## src/rtl/pps_pkg.sv

```systemverilog
// shared constants, register map and types of the pushbutton power sequencer
package pps_pkg;

   // ----------------------------------------------------------------------
   // clock and time base
   // ----------------------------------------------------------------------
   localparam int CLK_MHZ = 125; // core clock rate in MHz
   localparam int TICK_US = 1; // one time-base tick, in microseconds
   localparam int TICK_CYC = CLK_MHZ * TICK_US; // clock cycles per tick
   localparam int TIMER_W = 20; // width of the sequencing timer
   localparam int KILL_W = 16; // width of the kill filter counter

   // ----------------------------------------------------------------------
   // timing figures in their own units and derived tick counts
   // ----------------------------------------------------------------------
   localparam int T_DEB_MS = 26; // fixed part of both debounce intervals
   localparam int T_WAIT_MS = 400; // blanking, shutdown wait and lockout
   localparam int T_INT_US = 50; // interrupt pulse kept after release
   localparam int T_KILL_US = 150; // kill low time taken as valid
   localparam int MS_TICKS = 1000 / TICK_US; // ticks per millisecond
   localparam int DEB_TICKS = T_DEB_MS * MS_TICKS; // fixed debounce in ticks
   localparam int WAIT_TICKS = T_WAIT_MS * MS_TICKS; // long waits in ticks
   localparam int INT_TICKS = (T_INT_US + TICK_US - 1) / TICK_US; // rounded up
   localparam int KILL_TICKS = (T_KILL_US + TICK_US - 1) / TICK_US; // rounded up

   // ----------------------------------------------------------------------
   // register map (byte addresses, one word each)
   // ----------------------------------------------------------------------
   localparam logic [7:0] CTRL_OFS = 8'h00; // extra debounce settings
   localparam logic [7:0] STATUS_OFS = 8'h04; // live state, read only
   localparam int ON_CAP_LSB = 0; // extra turn-on debounce, ms
   localparam int OFF_CAP_LSB = 8; // extra turn-off debounce, ms
   localparam logic [7:0] ON_CAP_RST = 8'h00; // no extra turn-on time
   localparam logic [7:0] OFF_CAP_RST = 8'h00; // no extra turn-off time
   localparam logic [2:0] HSIZE_WORD = 3'h2; // only word writes are taken

   // ----------------------------------------------------------------------
   // sequencer states, one-hot
   // ----------------------------------------------------------------------
   typedef enum logic [8:0] {
      S_LOCK = 9'h001, // enable held low, lockout running
      S_IDLE = 9'h002, // off, waiting for a turn-on command
      S_BLANK = 9'h004, // enable released, kill ignored
      S_RUN = 9'h008, // on, waiting for the button to go high
      S_ARMED = 9'h010, // on, debouncing a turn-off press
      S_OFF_DEB = 9'h020, // interrupt out, extra turn-off debounce
      S_INT_HOLD = 9'h040, // press aborted, interrupt pulse tail
      S_SHUT = 9'h080, // shutdown wait before the enable falls
      S_SPARE = 9'h100 // unused code, leads back to lockout
   } pps_state_t;

   // status word as software reads it
   typedef struct packed {
      logic [14:0] pad; // reads as zero
      logic kill_valid; // filtered kill seen low
      logic mode_b; // synchronised mode select b
      logic mode_a; // synchronised mode select a
      logic kill_n; // synchronised kill level
      logic button_n; // synchronised button level
      logic path_pin; // level on the primary path status pin
      logic int_pin; // level on the interrupt pin
      logic en_pin; // level on the converter enable pin
      pps_state_t state; // sequencer state
   } pps_status_t;

endpackage : pps_pkg

```

## src/rtl/pps_sequencer.sv

```systemverilog
// pushbutton power sequencer: debounce, enable control, shutdown handshake, path enables
//
// What this block does
// - interrupt stays low a minimum pulse after release
// - kill ignored 400 ms after enable release
// - shutdown wait 400 ms before enable falls
// - enable lockout 400 ms after enable fell
// - turn-on debounce is 26 ms plus extra
// - turn-off debounce is 26 ms plus separate extra
// - release enable on digital or button turn-on
// - enable low at shutdown end or kill
// - interrupt asserts 26 ms into turn-off press
// - mode a high: kill disables both paths
// - mode a low: mode b gates primary path
// - mode a high: mode b edges switch power
// - disabled path forces its gate off
// - status pin pulled low while primary off
// - extend edges restart the 400 ms wait
// - button high then low again starts turn-off
//
// Our own choices: the placing of the registers and the AHB-Lite interface to the registers.
`timescale 1ns/1ps
module pps_sequencer
   import pps_pkg::*;
#(
   parameter int TICK_CYCLES = TICK_CYC, // clock cycles per time-base tick
   parameter int DEB_COUNT = DEB_TICKS, // fixed debounce, ticks
   parameter int WAIT_COUNT = WAIT_TICKS, // blanking, wait and lockout, ticks
   parameter int INT_COUNT = INT_TICKS, // interrupt tail, ticks
   parameter int KILL_COUNT = KILL_TICKS, // kill filter, ticks
   parameter int EXTRA_MS = MS_TICKS // ticks per extra millisecond
) (
   input wire logic clock_in, // core clock, 125 MHz
   input wire logic rstn_in, // synchronous reset, active low
   // pins
   input wire logic button_n_in, // pushbutton, low when pressed
   input wire logic kill_n_in, // force-off, low to kill power
   input wire logic mode_sel_a_in, // mode select a
   input wire logic mode_sel_b_in, // mode select b, digital on/off in mode a
   input wire logic extend_edge_in, // shutdown extend, any edge counts
   input wire logic conv_en_in, // level seen on the enable pin
   output logic conv_en_out, // enable pin drive value, always low
   output logic conv_en_oe_n_out, // low while the enable is pulled low
   input wire logic int_n_in, // level seen on the interrupt pin
   output logic int_n_out, // interrupt drive value, always low
   output logic int_n_oe_n_out, // low while the interrupt is asserted
   input wire logic primary_path_off_n_in, // level seen on the status pin
   output logic primary_path_off_n_out, // status drive value, always low
   output logic primary_path_off_n_oe_n_out, // low while primary path is off
   output logic primary_gate_out, // primary gate driver enabled
   output logic secondary_gate_out, // secondary gate driver enabled
   // register bus
   input wire logic hsel_in, // slave select
   input wire logic [31:0] haddr_in, // byte address
   input wire logic [1:0] htrans_in, // transfer type
   input wire logic hwrite_in, // write when high
   input wire logic [2:0] hsize_in, // transfer size
   input wire logic [31:0] hwdata_in, // write data
   input wire logic hready_in, // bus ready
   output logic [31:0] hrdata_out, // read data
   output logic hreadyout_out, // slave ready
   output logic hresp_out // response, always okay
);

   // ----------------------------------------------------------------------
   // parameter checks
   // ----------------------------------------------------------------------
   generate
      if (TICK_CYCLES < 1 || TICK_CYCLES > 256) begin : g_chk_tick
         $error("tick divider out of range");
      end
      if (WAIT_COUNT < 1 || WAIT_COUNT >= (1 << TIMER_W)) begin : g_chk_wait
         $error("wait count does not fit the timer");
      end
      if (DEB_COUNT < 1 || DEB_COUNT + 255 * EXTRA_MS >= (1 << TIMER_W)) begin : g_chk_deb
         $error("debounce count does not fit the timer");
      end
      if (INT_COUNT < 1 || INT_COUNT >= (1 << TIMER_W)) begin : g_chk_int
         $error("interrupt count does not fit the timer");
      end
      if (KILL_COUNT < 1 || KILL_COUNT >= (1 << KILL_W)) begin : g_chk_kill
         $error("kill count does not fit its counter");
      end
   endgenerate

   // ----------------------------------------------------------------------
   // state
   // ----------------------------------------------------------------------
   typedef struct packed {
      pps_state_t st; // sequencer state
      logic [7:0] pre; // tick prescaler
      logic tick; // one-cycle time-base tick
      logic [KILL_W-1:0] kill_cnt; // ticks that kill has been low
      logic kill_valid; // kill has been low long enough
      logic ext_prev; // extend level one cycle ago
      logic modeb_prev; // mode b level one cycle ago
      logic pend_on; // digital turn-on seen during lockout
      logic en_rel; // enable released
      logic int_drv; // interrupt asserted
      logic [1:0] gate; // gate driver enables, bit 0 primary
      logic [7:0] on_cap; // extra turn-on debounce, ms
      logic [7:0] off_cap; // extra turn-off debounce, ms
      logic wr_pend; // write data phase pending
      logic [7:0] wr_addr; // address of the pending write
      logic [31:0] rdata; // read data for the data phase
   } pps_top_t;

   pps_top_t r_q; // registered state
   pps_top_t r_d; // next state

   logic [4:0] sync_s; // synchronised pins
   logic button_s; // synchronised button
   logic kill_s; // synchronised kill
   logic mode_a_s; // synchronised mode a
   logic mode_b_s; // synchronised mode b
   logic ext_s; // synchronised extend
   logic tmr_load; // load the timer
   logic [TIMER_W-1:0] tmr_val; // value to load
   logic tmr_done; // timer at zero
   logic ext_edge; // extend changed level
   logic b_rise; // mode b rose
   logic b_fall; // mode b fell
   logic [TIMER_W-1:0] on_total; // full turn-on debounce
   logic [TIMER_W-1:0] off_extra; // extra turn-off debounce
   pps_status_t status; // status word

   // ----------------------------------------------------------------------
   // input synchronisers and the sequencing timer
   // ----------------------------------------------------------------------
   // button, kill, mode and extend levels cross through two flops before any use
   pps_sync #(
      .W(5),
      .RST_VAL(5'h03)
   ) u_sync (
      .clock_in(clock_in),
      .rstn_in(rstn_in),
      .level_in({extend_edge_in, mode_sel_b_in, mode_sel_a_in, kill_n_in, button_n_in}),
      .level_out(sync_s)
   );

   assign button_s = sync_s[0];
   assign kill_s = sync_s[1];
   assign mode_a_s = sync_s[2];
   assign mode_b_s = sync_s[3];
   assign ext_s = sync_s[4];

   pps_timer #(
      .W(TIMER_W)
   ) u_timer (
      .clock_in(clock_in),
      .rstn_in(rstn_in),
      .tick_in(r_q.tick),
      .load_in(tmr_load),
      .value_in(tmr_val),
      .done_out(tmr_done)
   );

   // ----------------------------------------------------------------------
   // derived terms
   // ----------------------------------------------------------------------
   // edges on the synchronised levels
   always_comb begin
      ext_edge = ext_s ^ r_q.ext_prev;
      b_rise = mode_b_s & ~r_q.modeb_prev;
      b_fall = ~mode_b_s & r_q.modeb_prev;
   end

   // debounce lengths: turn-on is fixed part plus software extra part, turn-off is the extra part alone
   always_comb begin
      on_total = TIMER_W'(DEB_COUNT) + TIMER_W'(r_q.on_cap) * TIMER_W'(EXTRA_MS);
      off_extra = TIMER_W'(r_q.off_cap) * TIMER_W'(EXTRA_MS);
   end

   // status word from live state and pin levels
   always_comb begin
      status = '0;
      status.state = r_q.st;
      status.en_pin = conv_en_in;
      status.int_pin = int_n_in;
      status.path_pin = primary_path_off_n_in;
      status.button_n = button_s;
      status.kill_n = kill_s;
      status.mode_a = mode_a_s;
      status.mode_b = mode_b_s;
      status.kill_valid = r_q.kill_valid;
   end

   // ----------------------------------------------------------------------
   // next state
   // ----------------------------------------------------------------------
   always_comb begin
      r_d = r_q;
      tmr_load = 1'b0;
      tmr_val = '0;

      // time base tick
      if (r_q.pre == 8'(TICK_CYCLES - 1)) begin
         r_d.pre = '0;
         r_d.tick = 1'b1;
      end else begin
         r_d.pre = r_q.pre + 8'h01;
         r_d.tick = 1'b0;
      end

      // kill filter: a low shorter than the filter is not taken
      if (kill_s) begin
         r_d.kill_cnt = '0;
         r_d.kill_valid = 1'b0;
      end else if (r_q.tick && !r_q.kill_valid) begin
         if (r_q.kill_cnt == KILL_W'(KILL_COUNT - 1)) begin
            r_d.kill_valid = 1'b1;
         end else begin
            r_d.kill_cnt = r_q.kill_cnt + KILL_W'(1);
         end
      end

      r_d.ext_prev = ext_s;
      r_d.modeb_prev = mode_b_s;

      case (r_q.st)
         // enable low, hold off any release until the lockout ends
         S_LOCK: begin
            if (mode_a_s && b_rise) begin
               r_d.pend_on = 1'b1;
            end
            if (tmr_done) begin
               if (r_d.pend_on) begin
                  r_d.pend_on = 1'b0;
                  r_d.st = S_BLANK;
                  tmr_load = 1'b1;
                  tmr_val = TIMER_W'(WAIT_COUNT);
               end else begin
                  r_d.st = S_IDLE;
                  tmr_load = 1'b1;
                  tmr_val = on_total;
               end
            end
         end
         // off: digital turn-on, or a button held low for the full debounce while mode a is low or mode b is high
         S_IDLE: begin
            if (mode_a_s && b_rise) begin
               r_d.st = S_BLANK;
               tmr_load = 1'b1;
               tmr_val = TIMER_W'(WAIT_COUNT);
            end else if (button_s) begin
               tmr_load = 1'b1;
               tmr_val = on_total;
            end else if (tmr_done && (!mode_a_s || mode_b_s)) begin
               r_d.st = S_BLANK;
               tmr_load = 1'b1;
               tmr_val = TIMER_W'(WAIT_COUNT);
            end
         end
         // enable released, kill ignored until the blanking ends
         S_BLANK: begin
            if (tmr_done) begin
               if (!kill_s) begin
                  r_d.st = S_LOCK;
                  tmr_load = 1'b1;
                  tmr_val = TIMER_W'(WAIT_COUNT);
               end else begin
                  r_d.st = S_RUN;
               end
            end
         end
         // on: the press that turned power on must be let go first
         S_RUN: begin
            if (button_s) begin
               r_d.st = S_ARMED;
               tmr_load = 1'b1;
               tmr_val = TIMER_W'(DEB_COUNT);
            end
         end
         // on: fixed debounce of a turn-off press
         S_ARMED: begin
            if (button_s) begin
               tmr_load = 1'b1;
               tmr_val = TIMER_W'(DEB_COUNT);
            end else if (tmr_done) begin
               r_d.st = S_OFF_DEB;
               tmr_load = 1'b1;
               tmr_val = off_extra;
            end
         end
         // interrupt out, press must last the extra turn-off time
         S_OFF_DEB: begin
            if (button_s) begin
               r_d.st = S_INT_HOLD;
               tmr_load = 1'b1;
               tmr_val = TIMER_W'(INT_COUNT);
            end else if (tmr_done) begin
               r_d.st = S_SHUT;
               tmr_load = 1'b1;
               tmr_val = TIMER_W'(WAIT_COUNT);
            end
         end
         // aborted press: keep the interrupt for its minimum pulse
         S_INT_HOLD: begin
            if (tmr_done) begin
               r_d.st = S_ARMED;
               tmr_load = 1'b1;
               tmr_val = TIMER_W'(DEB_COUNT);
            end
         end
         // shutdown wait, restarted by each extend edge
         S_SHUT: begin
            if (ext_edge) begin
               tmr_load = 1'b1;
               tmr_val = TIMER_W'(WAIT_COUNT);
            end else if (tmr_done) begin
               r_d.st = S_LOCK;
               tmr_load = 1'b1;
               tmr_val = TIMER_W'(WAIT_COUNT);
            end
         end
         default: begin
            r_d.st = S_LOCK;
         end
      endcase

      // digital turn-off after the blanking goes straight to the shutdown wait
      if (mode_a_s && b_fall && (r_q.st == S_RUN || r_q.st == S_ARMED ||
                                 r_q.st == S_OFF_DEB || r_q.st == S_INT_HOLD)) begin
         r_d.st = S_SHUT;
         tmr_load = 1'b1;
         tmr_val = TIMER_W'(WAIT_COUNT);
      end

      // a valid kill after the blanking drops the enable at once
      if (r_q.kill_valid && (r_q.st == S_RUN || r_q.st == S_ARMED || r_q.st == S_OFF_DEB ||
                             r_q.st == S_INT_HOLD || r_q.st == S_SHUT)) begin
         r_d.st = S_LOCK;
         tmr_load = 1'b1;
         tmr_val = TIMER_W'(WAIT_COUNT);
      end

      // pin drives follow the next state
      r_d.en_rel = (r_d.st == S_BLANK) || (r_d.st == S_RUN) || (r_d.st == S_ARMED) ||
                   (r_d.st == S_OFF_DEB) || (r_d.st == S_INT_HOLD) || (r_d.st == S_SHUT);
      r_d.int_drv = (r_d.st == S_OFF_DEB) || (r_d.st == S_INT_HOLD) || (r_d.st == S_SHUT);

      // path driver enables from the mode inputs
      if (mode_a_s) begin
         r_d.gate = {2{r_d.en_rel & kill_s}};
      end else begin
         r_d.gate = {1'b1, ~mode_b_s};
      end

      // bus: address phase captures writes and prepares read data
      r_d.wr_pend = 1'b0;
      if (hsel_in && hready_in && htrans_in[1]) begin
         if (hwrite_in) begin
            r_d.wr_pend = (hsize_in == HSIZE_WORD);
            r_d.wr_addr = haddr_in[7:0];
         end else if (haddr_in[7:0] == CTRL_OFS) begin
            r_d.rdata = {16'h0000, r_q.off_cap, r_q.on_cap};
         end else if (haddr_in[7:0] == STATUS_OFS) begin
            r_d.rdata = status;
         end else begin
            r_d.rdata = '0; // unmapped reads as zero
         end
      end

      // bus: data phase of a write to the control word
      if (r_q.wr_pend && (r_q.wr_addr == CTRL_OFS)) begin
         r_d.on_cap = hwdata_in[ON_CAP_LSB +: 8];
         r_d.off_cap = hwdata_in[OFF_CAP_LSB +: 8];
      end
   end

   // ----------------------------------------------------------------------
   // state register
   // ----------------------------------------------------------------------
   always_ff @(posedge clock_in) begin
      if (!rstn_in) begin
         r_q <= '0;
         r_q.st <= S_LOCK;
         r_q.ext_prev <= 1'b0;
         r_q.on_cap <= ON_CAP_RST;
         r_q.off_cap <= OFF_CAP_RST;
         r_q.gate <= 2'h0;
      end else begin
         r_q <= r_d;
      end
   end

   // ----------------------------------------------------------------------
   // outputs
   // ----------------------------------------------------------------------
   assign conv_en_out = 1'b0;
   assign conv_en_oe_n_out = r_q.en_rel;
   assign int_n_out = 1'b0;
   assign int_n_oe_n_out = ~r_q.int_drv;
   assign primary_path_off_n_out = 1'b0;
   assign primary_path_off_n_oe_n_out = r_q.gate[0];
   assign primary_gate_out = r_q.gate[0];
   assign secondary_gate_out = r_q.gate[1];
   assign hrdata_out = r_q.rdata;
   assign hreadyout_out = 1'b1;
   assign hresp_out = 1'b0;

endmodule : pps_sequencer

```

## src/rtl/pps_sync.sv

```systemverilog
// two-stage synchroniser for a group of slow input levels
`timescale 1ns/1ps
module pps_sync
   import pps_pkg::*;
#(
   parameter int W = 5, // number of levels
   parameter logic [W-1:0] RST_VAL = '0 // idle level of each input
) (
   input wire logic clock_in, // core clock
   input wire logic rstn_in, // synchronous reset, active low
   input wire logic [W-1:0] level_in, // raw levels
   output logic [W-1:0] level_out // synchronised levels
);

   // ----------------------------------------------------------------------
   // state
   // ----------------------------------------------------------------------
   typedef struct packed {
      logic [W-1:0] s1; // first stage, read only by the second
      logic [W-1:0] s2; // second stage
   } pps_sync_t;

   pps_sync_t r_q; // registered state
   pps_sync_t r_d; // next state

   generate
      if (W < 1) begin : g_chk
         $error("pps_sync needs at least one level");
      end
   endgenerate

   // shift each level through two flops
   always_comb begin
      r_d = r_q;
      r_d.s1 = level_in;
      r_d.s2 = r_q.s1;
   end

   // register the state
   always_ff @(posedge clock_in) begin
      if (!rstn_in) begin
         r_q <= {RST_VAL, RST_VAL};
      end else begin
         r_q <= r_d;
      end
   end

   assign level_out = r_q.s2;

endmodule : pps_sync

```

## src/rtl/pps_timer.sv

```systemverilog
// loadable down-counter that steps once per time-base tick
`timescale 1ns/1ps
module pps_timer
   import pps_pkg::*;
#(
   parameter int W = TIMER_W // counter width
) (
   input wire logic clock_in, // core clock
   input wire logic rstn_in, // synchronous reset, active low
   input wire logic tick_in, // one-cycle time-base tick
   input wire logic load_in, // load a new count, wins over the tick
   input wire logic [W-1:0] value_in, // count to load, in ticks
   output logic done_out // count has reached zero
);

   // ----------------------------------------------------------------------
   // state
   // ----------------------------------------------------------------------
   typedef struct packed {
      logic [W-1:0] cnt; // remaining ticks
   } pps_timer_t;

   pps_timer_t r_q; // registered state
   pps_timer_t r_d; // next state

   generate
      if (W < 2) begin : g_chk
         $error("pps_timer width too small");
      end
   endgenerate

   // load or count down, holding at zero
   always_comb begin
      r_d = r_q;
      if (load_in) begin
         r_d.cnt = value_in;
      end else if (tick_in && (r_q.cnt != '0)) begin
         r_d.cnt = r_q.cnt - W'(1);
      end
   end

   // register the state
   always_ff @(posedge clock_in) begin
      if (!rstn_in) begin
         r_q <= '0;
      end else begin
         r_q <= r_d;
      end
   end

   assign done_out = (r_q.cnt == '0);

endmodule : pps_timer

```

## config.mk

```make
export PLATFORM = sky130hd
export DESIGN_NAME = pps_sequencer
export DESIGN_NICKNAME = d
export VERILOG_FILES = /design/src/rtl/pps_pkg.sv /design/src/rtl/pps_sequencer.sv /design/src/rtl/pps_sync.sv /design/src/rtl/pps_timer.sv
export SDC_FILE = /design/constraint.sdc
export NUM_CORES = 1
export LEC_CHECK = 0
export ABC_AREA = 1
export BUFFER_PORTS_ARGS = -buffer_cell sky130_fd_sc_hd__buf_2
export CAP_MARGIN = 20
export CORE_MARGIN = 2
export CORE_UTILIZATION = 45
export CTS_CLUSTER_SIZE = 24
export DETAILED_ROUTE_END_ITERATION = 16
export HOLD_SLACK_MARGIN = 0.02
export SETUP_SLACK_MARGIN = 0.3
export SYNTH_ARGS = -nofsm -noshare
export SYNTH_HDL_FRONTEND = slang
export SYNTH_SLANG_ARGS = --single-unit
export TNS_END_PERCENT = 20
```

## constraint.sdc

```tcl
create_clock -name clock_in -period 8.17 [get_ports clock_in]
set_clock_uncertainty 0.1 [all_clocks]
set_input_delay 1.2255 -clock clock_in [delete_from_list [all_inputs] [get_ports clock_in]]
set_output_delay 1.2255 -clock clock_in [all_outputs]
set_load 0.01 [all_outputs]
```

==> out/qor.yml <==
job:
  maxCapViolCount: 0
clock_tree:
  post_cts.repair.setup_buffers: 0
  clock_tree.buffer_depth: 2
  cts.sinks: 114
  cts_made_buffers: 17
  cts_tree: "yes"
  clkTransAtPathRegs_ns: 0.06
  h-tree-depth: 4
  holdBufCountCts: 0
  cts_root_buffer: "clkbuf_16"
  clk_latency_ns: 0.43
  cts_resized: 0
placed_design:
  port_buffers: 62
  pre_cts_ws_ns: 3.61
  hpwlAfterDp_um: 18800
  place_congestion: 0.923
sta:
  timing.setup.tns_ns: 0
  max_freq_mhz: 219
  final-hold-violation-count: 0
  rsz0062_at_grt: "false"
  finalHoldWorstSlack_ns: 0.310
  worst_pin_slew_ns: 0.797
  worst_slack_ns: 3.60
  layout_worst_path_cycle_share_pct: 56.0
  slew_viol_final: 0
  fin_crit_ns: 4.57
  relSlewSlack_pct: 46.4
  finalSetupViolCount: 0
grt:
  antenna_found_initial: 0
  grt_pass1_wl_um: 39000
  grt_start_max_net_pins: 72
  track_usage_pct: 22.3
  overflow: 0
  grt_pass1_vias: 7995
layout:
  n_fill_cell: 2075
  utilization_pct: 50.8
  syn2layout_area_growth_pct: 9.95
  drive_above_1_share_pct: 10.6
  diodes: 0
  final_nets: 1574
detailed_routing:
  viasPerCell: 5.07
  firstDrtPassIters: 4
  vias: 8364
  finalWirelength_um: 23700
  drt_iter0_drc: 454
  wl_per_cell_um: 14.3
  ant_nets: 0
  drc: 0
synthesis:
  synthArstFlopShare_pct: 0
  synthDistinctLibCells: 50
  yosysWarnings: 0
  synth_seq_cells: 114
  netlist_instances: 1326
  ys.flop_type: "dfxtp_1"
  syn_area_per_cell_sq_um: 7.10
  ys_seq_area_share_pct: 24.2
  synth_edf_count: 0
  synth.cell_area_sq_um: 9420
critical_path:
  path_class: "flop to flop"
  crit_path_end_kind: "flop"
  cp.required_ns: 8.42
  crit_fanout: 8
  start_kind: "flop"
  arrival_ns: 4.82
run_status:
  status: "completed"
min_path:
  holdCritPathClass: "flop to flop"
power_and_ir_drop:
  p_leak_uw: 0.00535
  p_per_area_nw_per_um2: 215
  vdd_drop_max_mv: 0.160
die:
  design.core.area_sq_um: 20400
  start_util_pct: 46.2
  die_h_um: 149
  rows: 52
  die_w_um: 149
  dieArea_sq_um: 22100
  io_pins: 124
-- cell usage after synthesis (12+ instances only) --
library cell	n	share of area (%)
a21oi_1	67	3.6
buf_4	39	3.1
clkbuf_1	17	0.68
dfxtp_1	114	24
fa_1	43	9.1
ha_1	81	11
inv_1	221	8.8
nand2_1	244	9.7
nand3_1	85	4.5
nand4_1	28	1.9
nor2_1	139	5.5
nor2_2	12	0.80
nor3_1	14	0.74
o211ai_1	23	1.8
o21ai_0	53	2.8
o21ai_1	18	0.96
o221ai_1	14	1.3
xor2_1	17	1.6
-- metal layers --
layer  wire length (um)  vias up  GRT usage, %
met5                  0        -             0
met3                942       39          3.31
met2              10800      168          37.0
met4                616        0          7.95
met1              11300     3837          29.6
li1                   -     4320             -
-- kinds of logic after synthesis --
kind of cell	Yosys count	synth area share [%]
AOI/OAI and AO/OA	199	12.5
xor gates and xnor gates	27	2.51
adders and majority gates	124	19.9
buffers and inverters	291	13.4
DFF	114	24.2
other	2	0.0798
and+or+nand+nor	569	27.4
-- worst max-delay path, cell delays in order, from the launching register on --
cell	delay (ns)
dfxtp_1	0.54
fa_1	0.53
xor2_1	0.19
ha_1	0.30
fa_1	0.51
inv_1	0.05
fa_1	0.50
inv_1	0.04
ha_1	0.37
nand2_1	0.12
nor2_1	0.13
nand2_1	0.08
nand3_1	0.08
nand2_1	0.05
nand2_1	0.18
nand3_1	0.13
nand2_1	0.14
nand2_1	0.07
nand2_1	0.06
nand3_1	0.06
nand3_1	0.10
nand2_1	0.06
a21oi_1	0.12
-- registers in the layout (all words and copies together), names as in the netlist --
register            cells
hrdata_out             17
u_timer.r_q            20
primary_gate_out        1
secondary_gate_out      1
conv_en_oe_n_out        1
r_q                    64
u_sync.r_d              5
u_sync.level_out        5
-- per-stage QoR --
step | cells | instance area [sq um] | total power, uW
2_1_floorplan | 1345 | 9490 | 1310
3_3_place_gp | 1619 | 9770 | 1480
3_5_place_dp | 1619 | 9770 | 1480
4_1_cts | 1651 | 10400 | 2230
5_1_grt | 1651 | 10400 | 2380
6_report | 1651 | 10400 | 2220
-- worst paths after layout --
kind / from / endpoint / slack (ns) / cells after the start
max reg2reg: r_q[50] / u_timer.r_q[17] / 3.60 / 22
min: u_sync.r_d[3] / u_sync.level_out[3] / 0.31 / 2
max: r_q[50] / u_timer.r_q[17] / 3.60 / 22
min reg2reg: u_sync.r_d[3] / u_sync.level_out[3] / 0.31 / 2
-- cells in the final DEF (no fill, tap or decap), types with 10 or more instances in the layout --
cell and n:
a21oi_1 67, nand3_1 85, conb_1 21, ha_1 81, o21ai_0 53, dfxtp_1 114
nor2_2 13, clkbuf_16 17, nor4_1 10, nor2_1 138, buf_2 62, o221ai_1 14
xnor2_1 10, o21ai_1 18, fa_1 43, nand4_1 28, xor2_1 17, inv_1 221
nor3_1 14, nand2_1 244, o211ai_1 23
-- power by group --
part	leakage (uW)	internal (uW)	switching (uW)
Combinational	0.00414	273	567
Clock	0.000281	437	300
Sequential	0.000926	599	48.2
-- area by class of cell --
cell class	count	area [sq um]	area share (%)
well taps	270	338	3.26
inverters	230	866	8.36
multi-input cells	940	5950	57.5
flip-flops and latches	114	2280	22.0
clock buffers	18	439	4.24
repair buffers	65	333	3.21
clock inverters	14	146	1.41
Power figures use the tool's default switching activity.
